[src/rtl/psw_pkg.sv]
// Package for the processor supervisor watchdog: register map, reset values,
// timing constants and state encodings.
// Assumes a single 200 MHz clock and an APB register slave.
package psw_pkg;
    localparam int CLK_MHZ = 200;
    localparam int TICK_US = 1000;
    localparam int TICK_CYCLES = TICK_US * CLK_MHZ;
    localparam int HOLD_MS = 250;
    localparam int WD_250_MS = 250;
    localparam int WD_500_MS = 500;
    localparam int WD_1000_MS = 1000;
    localparam int OSC_START_MS = 100;
    localparam logic [11:0] OFF_WATCHDOG = 12'h000;
    localparam logic [11:0] OFF_CONTROL = 12'h004;
    localparam logic [11:0] OFF_STATUS = 12'h008;
    localparam logic [1:0] TIMEOUT_SEL_RESET = 2'h3;
    localparam logic OSC_DISABLE_RESET = 1'b1;
    localparam int OSC_DISABLE_BIT = 0;
    localparam logic [1:0] SEL_OFF = 2'h0;
    localparam logic [1:0] SEL_250 = 2'h1;
    localparam logic [1:0] SEL_500 = 2'h2;

    typedef enum logic [2:0] {
        PSW_POWER_HOLD = 3'h0,
        PSW_RUN = 3'h1,
        PSW_DEBOUNCE = 3'h2,
        PSW_WAIT_RELEASE = 3'h3,
        PSW_RESET_HOLD = 3'h4
    } psw_state_t;
endpackage

[src/rtl/psw_sync.sv]
// Two-flop synchroniser for one asynchronous level.
// Assumes the input may change at any time relative to pclk.
`timescale 1ns/1ps
`default_nettype none
module psw_sync #(
    parameter logic RESET_VALUE = 1'b0
) (
    // Clock and reset
    input wire logic pclk,
    input wire logic presetn,
    // Data
    input wire logic async_in,
    output logic sync_out
);
    typedef struct packed {
        logic first;
        logic second;
    } psw_sync_t;
    psw_sync_t r;
    psw_sync_t next_r;

    always_comb begin
        next_r.first = async_in;
        next_r.second = r.first;
    end

    always_ff @(posedge pclk or negedge presetn) begin
        if (!presetn) begin
            r <= {RESET_VALUE, RESET_VALUE};
        end else begin
            r <= next_r;
        end
    end

    assign sync_out = r.second;
endmodule
`default_nettype wire

[src/rtl/psw_tick.sv]
// Millisecond tick divider standing in for the timekeeping oscillator.
// Assumes pclk at the rate given in the package.
`timescale 1ns/1ps
`default_nettype none
module psw_tick #(
    parameter int DIVIDE = psw_pkg::TICK_CYCLES
) (
    // Clock and reset
    input wire logic pclk,
    input wire logic presetn,
    // Tick
    output logic tick
);
    // The 24-bit counter cannot serve a longer divide
    if (DIVIDE < 2 || DIVIDE > 16777215) begin : g_bad_divide
        $error("psw_tick divide out of range");
    end

    typedef struct packed {
        logic [23:0] count;
        logic pulse;
    } psw_tick_t;
    psw_tick_t r;
    psw_tick_t next_r;

    always_comb begin
        next_r = r;
        next_r.pulse = 1'b0;
        if (r.count == 24'(DIVIDE - 1)) begin
            next_r.count = 24'h000000;
            next_r.pulse = 1'b1;
        end else begin
            next_r.count = r.count + 24'h000001;
        end
    end

    always_ff @(posedge pclk or negedge presetn) begin
        if (!presetn) begin
            r <= '0;
        end else begin
            r <= next_r;
        end
    end

    assign tick = r.pulse;
endmodule
`default_nettype wire

[src/rtl/psw_top.sv]
// Processor supervisor: reset hold, pushbutton debounce and watchdog.
// Assumes supply_fail, watchdog_kick and the reset pin come from outside
// the clock domain; registers are reached over APB.
//
// Design decisions made here: the register addresses and the APB slave port.
`timescale 1ns/1ps
`default_nettype none
module psw_top #(
    parameter int TICK_DIVIDE = psw_pkg::TICK_CYCLES
) (
    // Clock and reset
    input wire logic pclk,
    input wire logic presetn,
    // APB slave
    input wire logic psel,
    input wire logic penable,
    input wire logic pwrite,
    input wire logic [11:0] paddr,
    input wire logic [31:0] pwdata,
    output logic [31:0] prdata,
    output logic pready,
    output logic pslverr,
    // Supervisor pins
    input wire logic supply_fail,
    input wire logic on_battery,
    input wire logic watchdog_kick,
    input wire logic rst_pin_in,
    output logic rst_pin_out,
    output logic rst_pin_oe,
    output logic osc_standby
);
    typedef struct packed {
        psw_pkg::psw_state_t state;
        logic [10:0] ms;
        logic [1:0] timeout_sel;
        logic osc_disable;
        logic kick_d;
        logic pin_d;
        logic drive;
        logic [31:0] rdata;
    } psw_regs_t;
    psw_regs_t r;
    psw_regs_t next_r;

    logic tick;
    logic fail_s;
    logic kick_s;
    logic pin_s;
    logic batt_s;
    logic [10:0] wd_limit;
    logic [10:0] hold_limit;
    logic kick_fall;
    logic pin_fall;
    logic pin_rise;
    logic apb_access;
    logic apb_write;
    logic addr_ok;

    psw_tick #(.DIVIDE(TICK_DIVIDE)) u_tick (
        .pclk(pclk),
        .presetn(presetn),
        .tick(tick)
    );
    psw_sync #(.RESET_VALUE(1'b1)) u_fail (
        .pclk(pclk),
        .presetn(presetn),
        .async_in(supply_fail),
        .sync_out(fail_s)
    );
    psw_sync #(.RESET_VALUE(1'b1)) u_kick (
        .pclk(pclk),
        .presetn(presetn),
        .async_in(watchdog_kick),
        .sync_out(kick_s)
    );
    psw_sync #(.RESET_VALUE(1'b1)) u_pin (
        .pclk(pclk),
        .presetn(presetn),
        .async_in(rst_pin_in),
        .sync_out(pin_s)
    );
    // Battery flag is a pin too, so it is synced before it gates standby
    psw_sync #(.RESET_VALUE(1'b0)) u_batt (
        .pclk(pclk),
        .presetn(presetn),
        .async_in(on_battery),
        .sync_out(batt_s)
    );

    always_comb begin
        case (r.timeout_sel)
            psw_pkg::SEL_250: wd_limit = 11'(psw_pkg::WD_250_MS);
            psw_pkg::SEL_500: wd_limit = 11'(psw_pkg::WD_500_MS);
            default: wd_limit = 11'(psw_pkg::WD_1000_MS);
        endcase
    end

    // Oscillator start-up is only modelled as a fixed extra hold
    assign hold_limit = r.osc_disable ?
        11'(psw_pkg::HOLD_MS + psw_pkg::OSC_START_MS) :
        11'(psw_pkg::HOLD_MS);

    // Edge flops reset high like the kick and pin syncs, so reset gives no false edge;
    // the pin is low during power hold, where a fall is ignored anyway
    assign kick_fall = r.kick_d && !kick_s;
    assign pin_fall = r.pin_d && !pin_s;
    assign pin_rise = !r.pin_d && pin_s;
    assign apb_access = psel && penable;
    assign apb_write = apb_access && pwrite;
    assign addr_ok = paddr == psw_pkg::OFF_WATCHDOG ||
        paddr == psw_pkg::OFF_CONTROL || paddr == psw_pkg::OFF_STATUS;

    always_comb begin
        next_r = r;
        next_r.kick_d = kick_s;
        next_r.pin_d = pin_s;
        if (tick) begin
            next_r.ms = r.ms + 11'h001;
        end
        case (r.state)
            psw_pkg::PSW_POWER_HOLD: begin
                next_r.drive = 1'b1;
                if (r.ms >= hold_limit) begin
                    next_r.state = psw_pkg::PSW_RUN;
                    next_r.drive = 1'b0;
                    next_r.ms = 11'h000;
                end
            end
            psw_pkg::PSW_RUN: begin
                if (kick_fall || r.timeout_sel == psw_pkg::SEL_OFF) begin
                    next_r.ms = 11'h000;
                end
                if (pin_fall) begin
                    next_r.state = psw_pkg::PSW_DEBOUNCE;
                    next_r.drive = 1'b1;
                    next_r.ms = 11'h000;
                end else if (r.timeout_sel != psw_pkg::SEL_OFF &&
                        !kick_fall && r.ms >= wd_limit) begin
                    next_r.state = psw_pkg::PSW_RESET_HOLD;
                    next_r.drive = 1'b1;
                    next_r.ms = 11'h000;
                end
            end
            psw_pkg::PSW_DEBOUNCE: begin
                if (r.ms >= 11'(psw_pkg::HOLD_MS)) begin
                    next_r.drive = 1'b0;
                    next_r.ms = 11'h000;
                    next_r.state = psw_pkg::PSW_WAIT_RELEASE;
                end
            end
            psw_pkg::PSW_WAIT_RELEASE: begin
                // Pin reads low for up to two ticks after release of drive
                if (r.ms >= 11'h002 && pin_s) begin
                    next_r.state = psw_pkg::PSW_RESET_HOLD;
                    next_r.drive = 1'b1;
                    next_r.ms = 11'h000;
                end else if (pin_rise) begin
                    next_r.state = psw_pkg::PSW_RESET_HOLD;
                    next_r.drive = 1'b1;
                    next_r.ms = 11'h000;
                end else if (r.ms < 11'h002) begin
                    next_r.ms = r.ms + 11'(tick);
                end
            end
            psw_pkg::PSW_RESET_HOLD: begin
                if (r.ms >= 11'(psw_pkg::HOLD_MS)) begin
                    next_r.state = psw_pkg::PSW_RUN;
                    next_r.drive = 1'b0;
                    next_r.ms = 11'h000;
                end
            end
            default: begin
                next_r.state = psw_pkg::PSW_POWER_HOLD;
            end
        endcase
        if (fail_s) begin
            next_r.state = psw_pkg::PSW_POWER_HOLD;
            next_r.drive = 1'b1;
            next_r.ms = 11'h000;
        end
        if (apb_write && paddr == psw_pkg::OFF_WATCHDOG) begin
            next_r.timeout_sel = pwdata[1:0];
        end
        if (apb_write && paddr == psw_pkg::OFF_CONTROL) begin
            next_r.osc_disable = pwdata[psw_pkg::OSC_DISABLE_BIT];
        end
        next_r.rdata = 32'h00000000;
        if (psel && !penable && !pwrite) begin
            case (paddr)
                psw_pkg::OFF_WATCHDOG:
                    next_r.rdata = {30'h0, r.timeout_sel};
                psw_pkg::OFF_CONTROL:
                    next_r.rdata = {31'h0, r.osc_disable};
                psw_pkg::OFF_STATUS:
                    next_r.rdata = {27'h0, pin_s, r.drive, r.state};
                default: next_r.rdata = 32'h00000000;
            endcase
        end else if (apb_access) begin
            next_r.rdata = r.rdata;
        end
    end

    always_ff @(posedge pclk or negedge presetn) begin
        if (!presetn) begin
            r.state <= psw_pkg::PSW_POWER_HOLD;
            r.ms <= 11'h000;
            r.timeout_sel <= psw_pkg::TIMEOUT_SEL_RESET;
            r.osc_disable <= psw_pkg::OSC_DISABLE_RESET;
            r.kick_d <= 1'b1;
            r.pin_d <= 1'b1;
            r.drive <= 1'b1;
            r.rdata <= 32'h00000000;
        end else begin
            r <= next_r;
        end
    end

    assign prdata = r.rdata;
    assign pready = 1'b1;
    assign pslverr = apb_access && !addr_ok;
    assign rst_pin_out = 1'b0;
    assign rst_pin_oe = r.drive;
    assign osc_standby = r.osc_disable && batt_s;

    fail_reset_a: assert property (@(posedge pclk) disable iff (!presetn)
        fail_s |=> rst_pin_oe)
        else $error("reset not driven on supply fail");
    power_hold_a: assert property (@(posedge pclk) disable iff (!presetn)
        $fell(fail_s) |=> rst_pin_oe [*8])
        else $error("power hold released early");
    debounce_drive_a: assert property (@(posedge pclk) disable iff (!presetn)
        (r.state == psw_pkg::PSW_RUN && pin_fall && !fail_s)
        |=> r.state == psw_pkg::PSW_DEBOUNCE && rst_pin_oe)
        else $error("button edge not debounced");
    wd_expire_a: assert property (@(posedge pclk) disable iff (!presetn)
        (r.state == psw_pkg::PSW_RUN && r.ms >= wd_limit && !kick_fall &&
        !pin_fall && !fail_s && r.timeout_sel != 2'h0)
        |=> r.state == psw_pkg::PSW_RESET_HOLD)
        else $error("watchdog expiry missed");
    wd_disable_a: assert property (@(posedge pclk) disable iff (!presetn)
        (r.state == psw_pkg::PSW_RUN && r.timeout_sel == 2'h0 && !fail_s &&
        !pin_fall) |=> r.state == psw_pkg::PSW_RUN)
        else $error("disabled watchdog fired");
    kick_restart_a: assert property (@(posedge pclk) disable iff (!presetn)
        (r.state == psw_pkg::PSW_RUN && kick_fall && !pin_fall && !fail_s)
        |=> r.ms == 11'h000)
        else $error("kick did not restart count");
    hold_time_a: assert property (@(posedge pclk) disable iff (!presetn)
        (r.state == psw_pkg::PSW_RESET_HOLD && r.ms < 11'(psw_pkg::HOLD_MS))
        |=> rst_pin_oe)
        else $error("reset hold ended early");
    release_a: assert property (@(posedge pclk) disable iff (!presetn)
        (r.state == psw_pkg::PSW_RESET_HOLD &&
        r.ms >= 11'(psw_pkg::HOLD_MS) && !fail_s)
        |=> !rst_pin_oe && r.state == psw_pkg::PSW_RUN)
        else $error("reset not released after hold");
    standby_a: assert property (@(posedge pclk) disable iff (!presetn)
        (apb_write && paddr == psw_pkg::OFF_CONTROL &&
        pwdata[psw_pkg::OSC_DISABLE_BIT])
        |=> osc_standby == batt_s)
        else $error("standby does not follow disable bit");
    power_ext_a: assert property (@(posedge pclk) disable iff (!presetn)
        (r.state == psw_pkg::PSW_POWER_HOLD && r.osc_disable &&
        r.ms < 11'(psw_pkg::HOLD_MS + psw_pkg::OSC_START_MS))
        |=> rst_pin_oe)
        else $error("start-up extension cut short");
    power_end_a: assert property (@(posedge pclk) disable iff (!presetn)
        (r.state == psw_pkg::PSW_POWER_HOLD && r.ms >= hold_limit &&
        !fail_s) |=> !rst_pin_oe && r.state == psw_pkg::PSW_RUN)
        else $error("power hold not released");
    debounce_hold_a: assert property (@(posedge pclk) disable iff (!presetn)
        (r.state == psw_pkg::PSW_DEBOUNCE &&
        r.ms < 11'(psw_pkg::HOLD_MS)) |=> rst_pin_oe)
        else $error("debounce drive dropped early");
    debounce_end_a: assert property (@(posedge pclk) disable iff (!presetn)
        (r.state == psw_pkg::PSW_DEBOUNCE &&
        r.ms >= 11'(psw_pkg::HOLD_MS) && !fail_s)
        |=> !rst_pin_oe && r.state == psw_pkg::PSW_WAIT_RELEASE)
        else $error("pin not resampled after debounce");
    release_edge_a: assert property (@(posedge pclk) disable iff (!presetn)
        (r.state == psw_pkg::PSW_WAIT_RELEASE && pin_rise && !fail_s)
        |=> rst_pin_oe && r.state == psw_pkg::PSW_RESET_HOLD)
        else $error("release did not start reset hold");
    wd_count_a: assert property (@(posedge pclk) disable iff (!presetn)
        (r.state == psw_pkg::PSW_RUN && r.timeout_sel != psw_pkg::SEL_OFF &&
        tick && !kick_fall && !pin_fall && !fail_s && r.ms < wd_limit)
        |=> r.ms == $past(r.ms) + 11'h001)
        else $error("watchdog count stalled");
    wd_off_count_a: assert property (@(posedge pclk) disable iff (!presetn)
        (r.state == psw_pkg::PSW_RUN && r.timeout_sel == psw_pkg::SEL_OFF &&
        !pin_fall && !fail_s) |=> r.ms == 11'h000)
        else $error("disabled watchdog kept counting");
    wd_fire_c: cover property (@(posedge pclk) disable iff (!presetn)
        r.state == psw_pkg::PSW_RUN ##1 r.state == psw_pkg::PSW_RESET_HOLD);
    button_c: cover property (@(posedge pclk) disable iff (!presetn)
        r.state == psw_pkg::PSW_WAIT_RELEASE ##1
        r.state == psw_pkg::PSW_RESET_HOLD);
    power_c: cover property (@(posedge pclk) disable iff (!presetn)
        r.state == psw_pkg::PSW_POWER_HOLD ##1 r.state == psw_pkg::PSW_RUN);
    kick_c: cover property (@(posedge pclk) disable iff (!presetn)
        r.state == psw_pkg::PSW_RUN && kick_fall && r.ms != 11'h000);
    fail_c: cover property (@(posedge pclk) disable iff (!presetn)
        r.state == psw_pkg::PSW_RUN && fail_s);
endmodule
`default_nettype wire

[config.mk]
export PLATFORM = sky130hd
export DESIGN_NAME = psw_top
export DESIGN_NICKNAME = d
export VERILOG_FILES = /design/src/rtl/psw_pkg.sv /design/src/rtl/psw_sync.sv /design/src/rtl/psw_tick.sv /design/src/rtl/psw_top.sv
export SDC_FILE = /design/constraint.sdc
export NUM_CORES = 1
export LEC_CHECK = 0
export BUFFER_PORTS_ARGS = -buffer_cell sky130_fd_sc_hd__buf_2
export CAP_MARGIN = 5
export CORE_MARGIN = 2
export CORE_UTILIZATION = 50
export DETAILED_ROUTE_END_ITERATION = 10
export GPL_TIMING_DRIVEN = 0
export PLACE_DENSITY = 0.77
export SLEW_MARGIN = 0
export SYNTH_ARGS = -nofsm -noshare
export SYNTH_HDL_FRONTEND = slang
export SYNTH_HIERARCHICAL = 1
export SYNTH_SLANG_ARGS = --single-unit
[constraint.sdc]
create_clock -name pclk -period 2.9 [get_ports pclk]
set_input_delay 0 -clock pclk [delete_from_list [all_inputs] [get_ports pclk]]
set_output_delay 0 -clock pclk [all_outputs]
set_load 0.005 [all_outputs]
==> out/metrics.cfg <==
[synthesis]
ys_seq_elements=58
avgSynthCellArea_um2=9.79
yosys.area.top_type_share=0.333
synthAdderAreaFrac=0.0688
yosysTopAreaCell=dfrtp_1
synthFlopType=dfrtp_1
syn_area_um2=3460
synth_seq_area_share=0.424
synth-async-reset-ratio=1.00
synth_cell_types=57
synthSimpleGateAreaFrac=0.222
synth_top_family_by_area=simple AND/OR/NAND/NOR gates
synth_area_leaders=dfrtp_1 (33%), dfstp_2 (9.1%), buf_4 (7.6%), ha_1 (6.9%), xor2_1 (4.1%)
ys_warn_count=6
synth_common_cells=dfrtp_1 (46), buf_4 (35), nor2_1 (25)
synthMuxAreaShare=0.00579
synthCells=353
yosysMostFrequentCell=dfrtp_1
synth_compound_area_frac=0.0977
synthXorXnorAreaFrac=0.0760
synth_edf_count=0

[sta]
fmax_mhz=380
fin_hold_ws_ns=0.0576
hold_violations=0
rsz0062_at_grt=no
tightestPinTransition_ns=0.709
post-route-period-util=0.907
clock_skew_ns=0.00363
finalCriticalPeriod_ns=2.63
slew_headroom=0.527
drv_slew=0
setup_viol=0
tns_ns=0

[drt]
wl_per_cell_um=13.3
drt-pass1-iter-count=4
drc=0
ant_nets=0
vias=2703
vias_per_cell=5.24
drt_iter0_markers=115
routed_wirelength_mm=6.86

[floorplanning]
die_w_um=87.2
die_area_um2=7600
core_um2=6760
io_pins=90
start_util=0.512
row_count=30
dieHeight_um=87.2

[flow_run]
cap_violations=0

[global_routing]
grt_pass1_wl_mm=11.5
grt_max_degree=59
antenna_found_initial=0
grt_usage=0.193
overflow=0
grt_pass1_vias=2620

[layout]
final_util=0.606
diodes=0
final_area_um2=4100
area_growth_pct=18.5
fillCellCount=554
finalNetCount=503
layout-drive-gt1-share=0.255

[clocking]
htreeDepth=3
cts_setup_buffers=0
cts-root-buf=clkbuf_8
cts_resized=0
clock-sinks=58
clock_latency_ns=0.34
cts_tree=done
clk_pin_slew_ns=0.07
cts-buffers-inserted=9
clockBufferDepth=2

[placed_design]
dpl-instance-area_um2=3800
io_buffers=29
dp_hpwl_mm=5.00
place_congestion=0.851

[setup_path]
cp-start-kind=flip-flop
crit_path_max_fanout=7
worstPathArrival_ns=2.88
required_ns=3.15
cp-end-kind=flip-flop
worstSetupPathType=reg2reg

[power]
peakVddDrop_uv=291
power.net_switching_w=0.000384
p_per_area_nw_per_um2=388
internal_power_w=0.00120
power.leakage_nw=1.98
combinationalPowerShare=0.062
clock_power_share=0.417
swShare=0.242
power_frac_seq=0.520

[worst_hold_path]
hold_class=in2reg

[outcome]
status=finished, final reports clean

[cells in the final DEF (no fill, tap or decap), types with 3 or more instances in the layout]
cell / synthesis / final
dfstp_2: 12 / 12
and3_1: 6 / 6
clkinvlp_4: 0 / 3
inv_1: 14 / 14
nand2_1: 21 / 21
nor2_1: 25 / 25
clkbuf_1: 3 / 3
nand2b_1: 4 / 4
conb_1: 2 / 29
nor4_1: 5 / 5
xor2_1: 16 / 16
clkbuf_8: 0 / 10
buf_4: 35 / 36
nor2b_1: 3 / 3
a31oi_1: 3 / 3
dlygate4sd3_1: 0 / 11
buf_2: 6 / 34
nand3_1: 16 / 16
dfrtp_1: 46 / 46
a211oi_2: 3 / 3
ha_1: 19 / 19
a21oi_1: 8 / 8
o21ai_0: 9 / 9
nand4_1: 15 / 15
xnor2_1: 14 / 14
a32o_1: 3 / 3
nor3_1: 17 / 17
and2_1: 4 / 4
[worst paths after layout]
| kind | startpoint | to | slack [ns] | cells past startpoint |
|---|---|---|---|---|
| max | r[36]$_DFFE_PN1P_ | r[42]$_DFF_PN0_ | 0.27 | 8 |
| min | paddr[2] | r[37]$_DFFE_PN1P_ | 0.06 | 3 |
| max reg2reg | r[36]$_DFFE_PN1P_ | r[42]$_DFF_PN0_ | 0.27 | 8 |
| min reg2reg | u_pin/next_r[0]$_DFF_PN1_ | u_pin/sync_out$_DFF_PN1_ | 0.36 | 0 |
| max in group asynchronous | presetn | r[40]$_DFF_PN0_ | 2.17 | 2 |
| min in group asynchronous | presetn | r[43]$_DFF_PN0_ | 0.25 | 2 |
[layer usage]
layer  vias up  global-route usage  wire length (µm)
met5         -                   0                 0
met4         0              0.0755               128
met3        13              0.0436               282
met2        57               0.339              3450
met1      1283               0.229              3000
li1       1350                   -                 -
[critical path: stages (launching register included)]
cell and delay, ns:
dfstp_2 0.55, inv_1 0.08, ha_1 0.32, ha_1 0.29
a211oi_1 0.26, nand2_1 0.11, o21ai_1 0.43, a211oi_2 0.25
nor3_1 0.24
[power groups by stage]
stage                     registers (W)  logic (W)  clock network (W)
final                          0.000826  0.0000991           0.000662
after CTS                      0.000826  0.0000978           0.000689
after floorplan                0.000838  0.0000520                  0
after detailed placement       0.000840  0.0000896                  0
after global placement         0.000840  0.0000884                  0
after global routing           0.000826   0.000112           0.000718
[sequential cells by signal (all words and copies together) (netlist names)]
register	cells
u_batt/next_r	1
r	19
u_kick/sync_out	1
rst_pin_oe	1
u_pin/next_r	1
u_batt/sync_out	1
prdata	5
u_fail/next_r	1
u_kick/next_r	1
u_tick/tick	1
u_tick/r	24
u_pin/sync_out	1
u_fail/sync_out	1
[area by class of cell]
class,count,area (µm²),share of cell area
sequential,58,1470,0.358
timing repair buffer,40,258,0.0629
tap,80,100,0.0244
buffer,44,304,0.0742
clock inverter,6,41.3,0.0101
clock buffer,10,138,0.0336
inverter,14,52.6,0.0128
multi-input combinational,264,1740,0.424
[timing repair]
| action | 4_1_cts | 5_1_grt |
|---|---|---|
| endpoints found under the hold margin | 55 | 0 |
| setup endpoints to repair | 0 | 0 |
| hold buffers | 11 | 0 |
[metrics by stage]
step                setup slack, ns  cells  power, W
floorplan                     0.669    380  0.000890
global placement              0.368    489  0.000928
detailed placement            0.319    489  0.000930
CTS                           0.295    516   0.00161
global route                 0.0260    516   0.00166
finish                        0.270    516   0.00159
[kinds of logic after synthesis]
| family | count (synthesis) |
|---|---|
| DFF | 58 |
| adders and majority gates | 19 |
| xor gates and xnor gates | 30 |
| and+or+nand+nor | 137 |
| AOI/OAI and AO/OA | 47 |
| other | 2 |
| buffers and inverters | 58 |
| muxes | 2 |
Note: power is estimated with default switching activity, not from simulation.
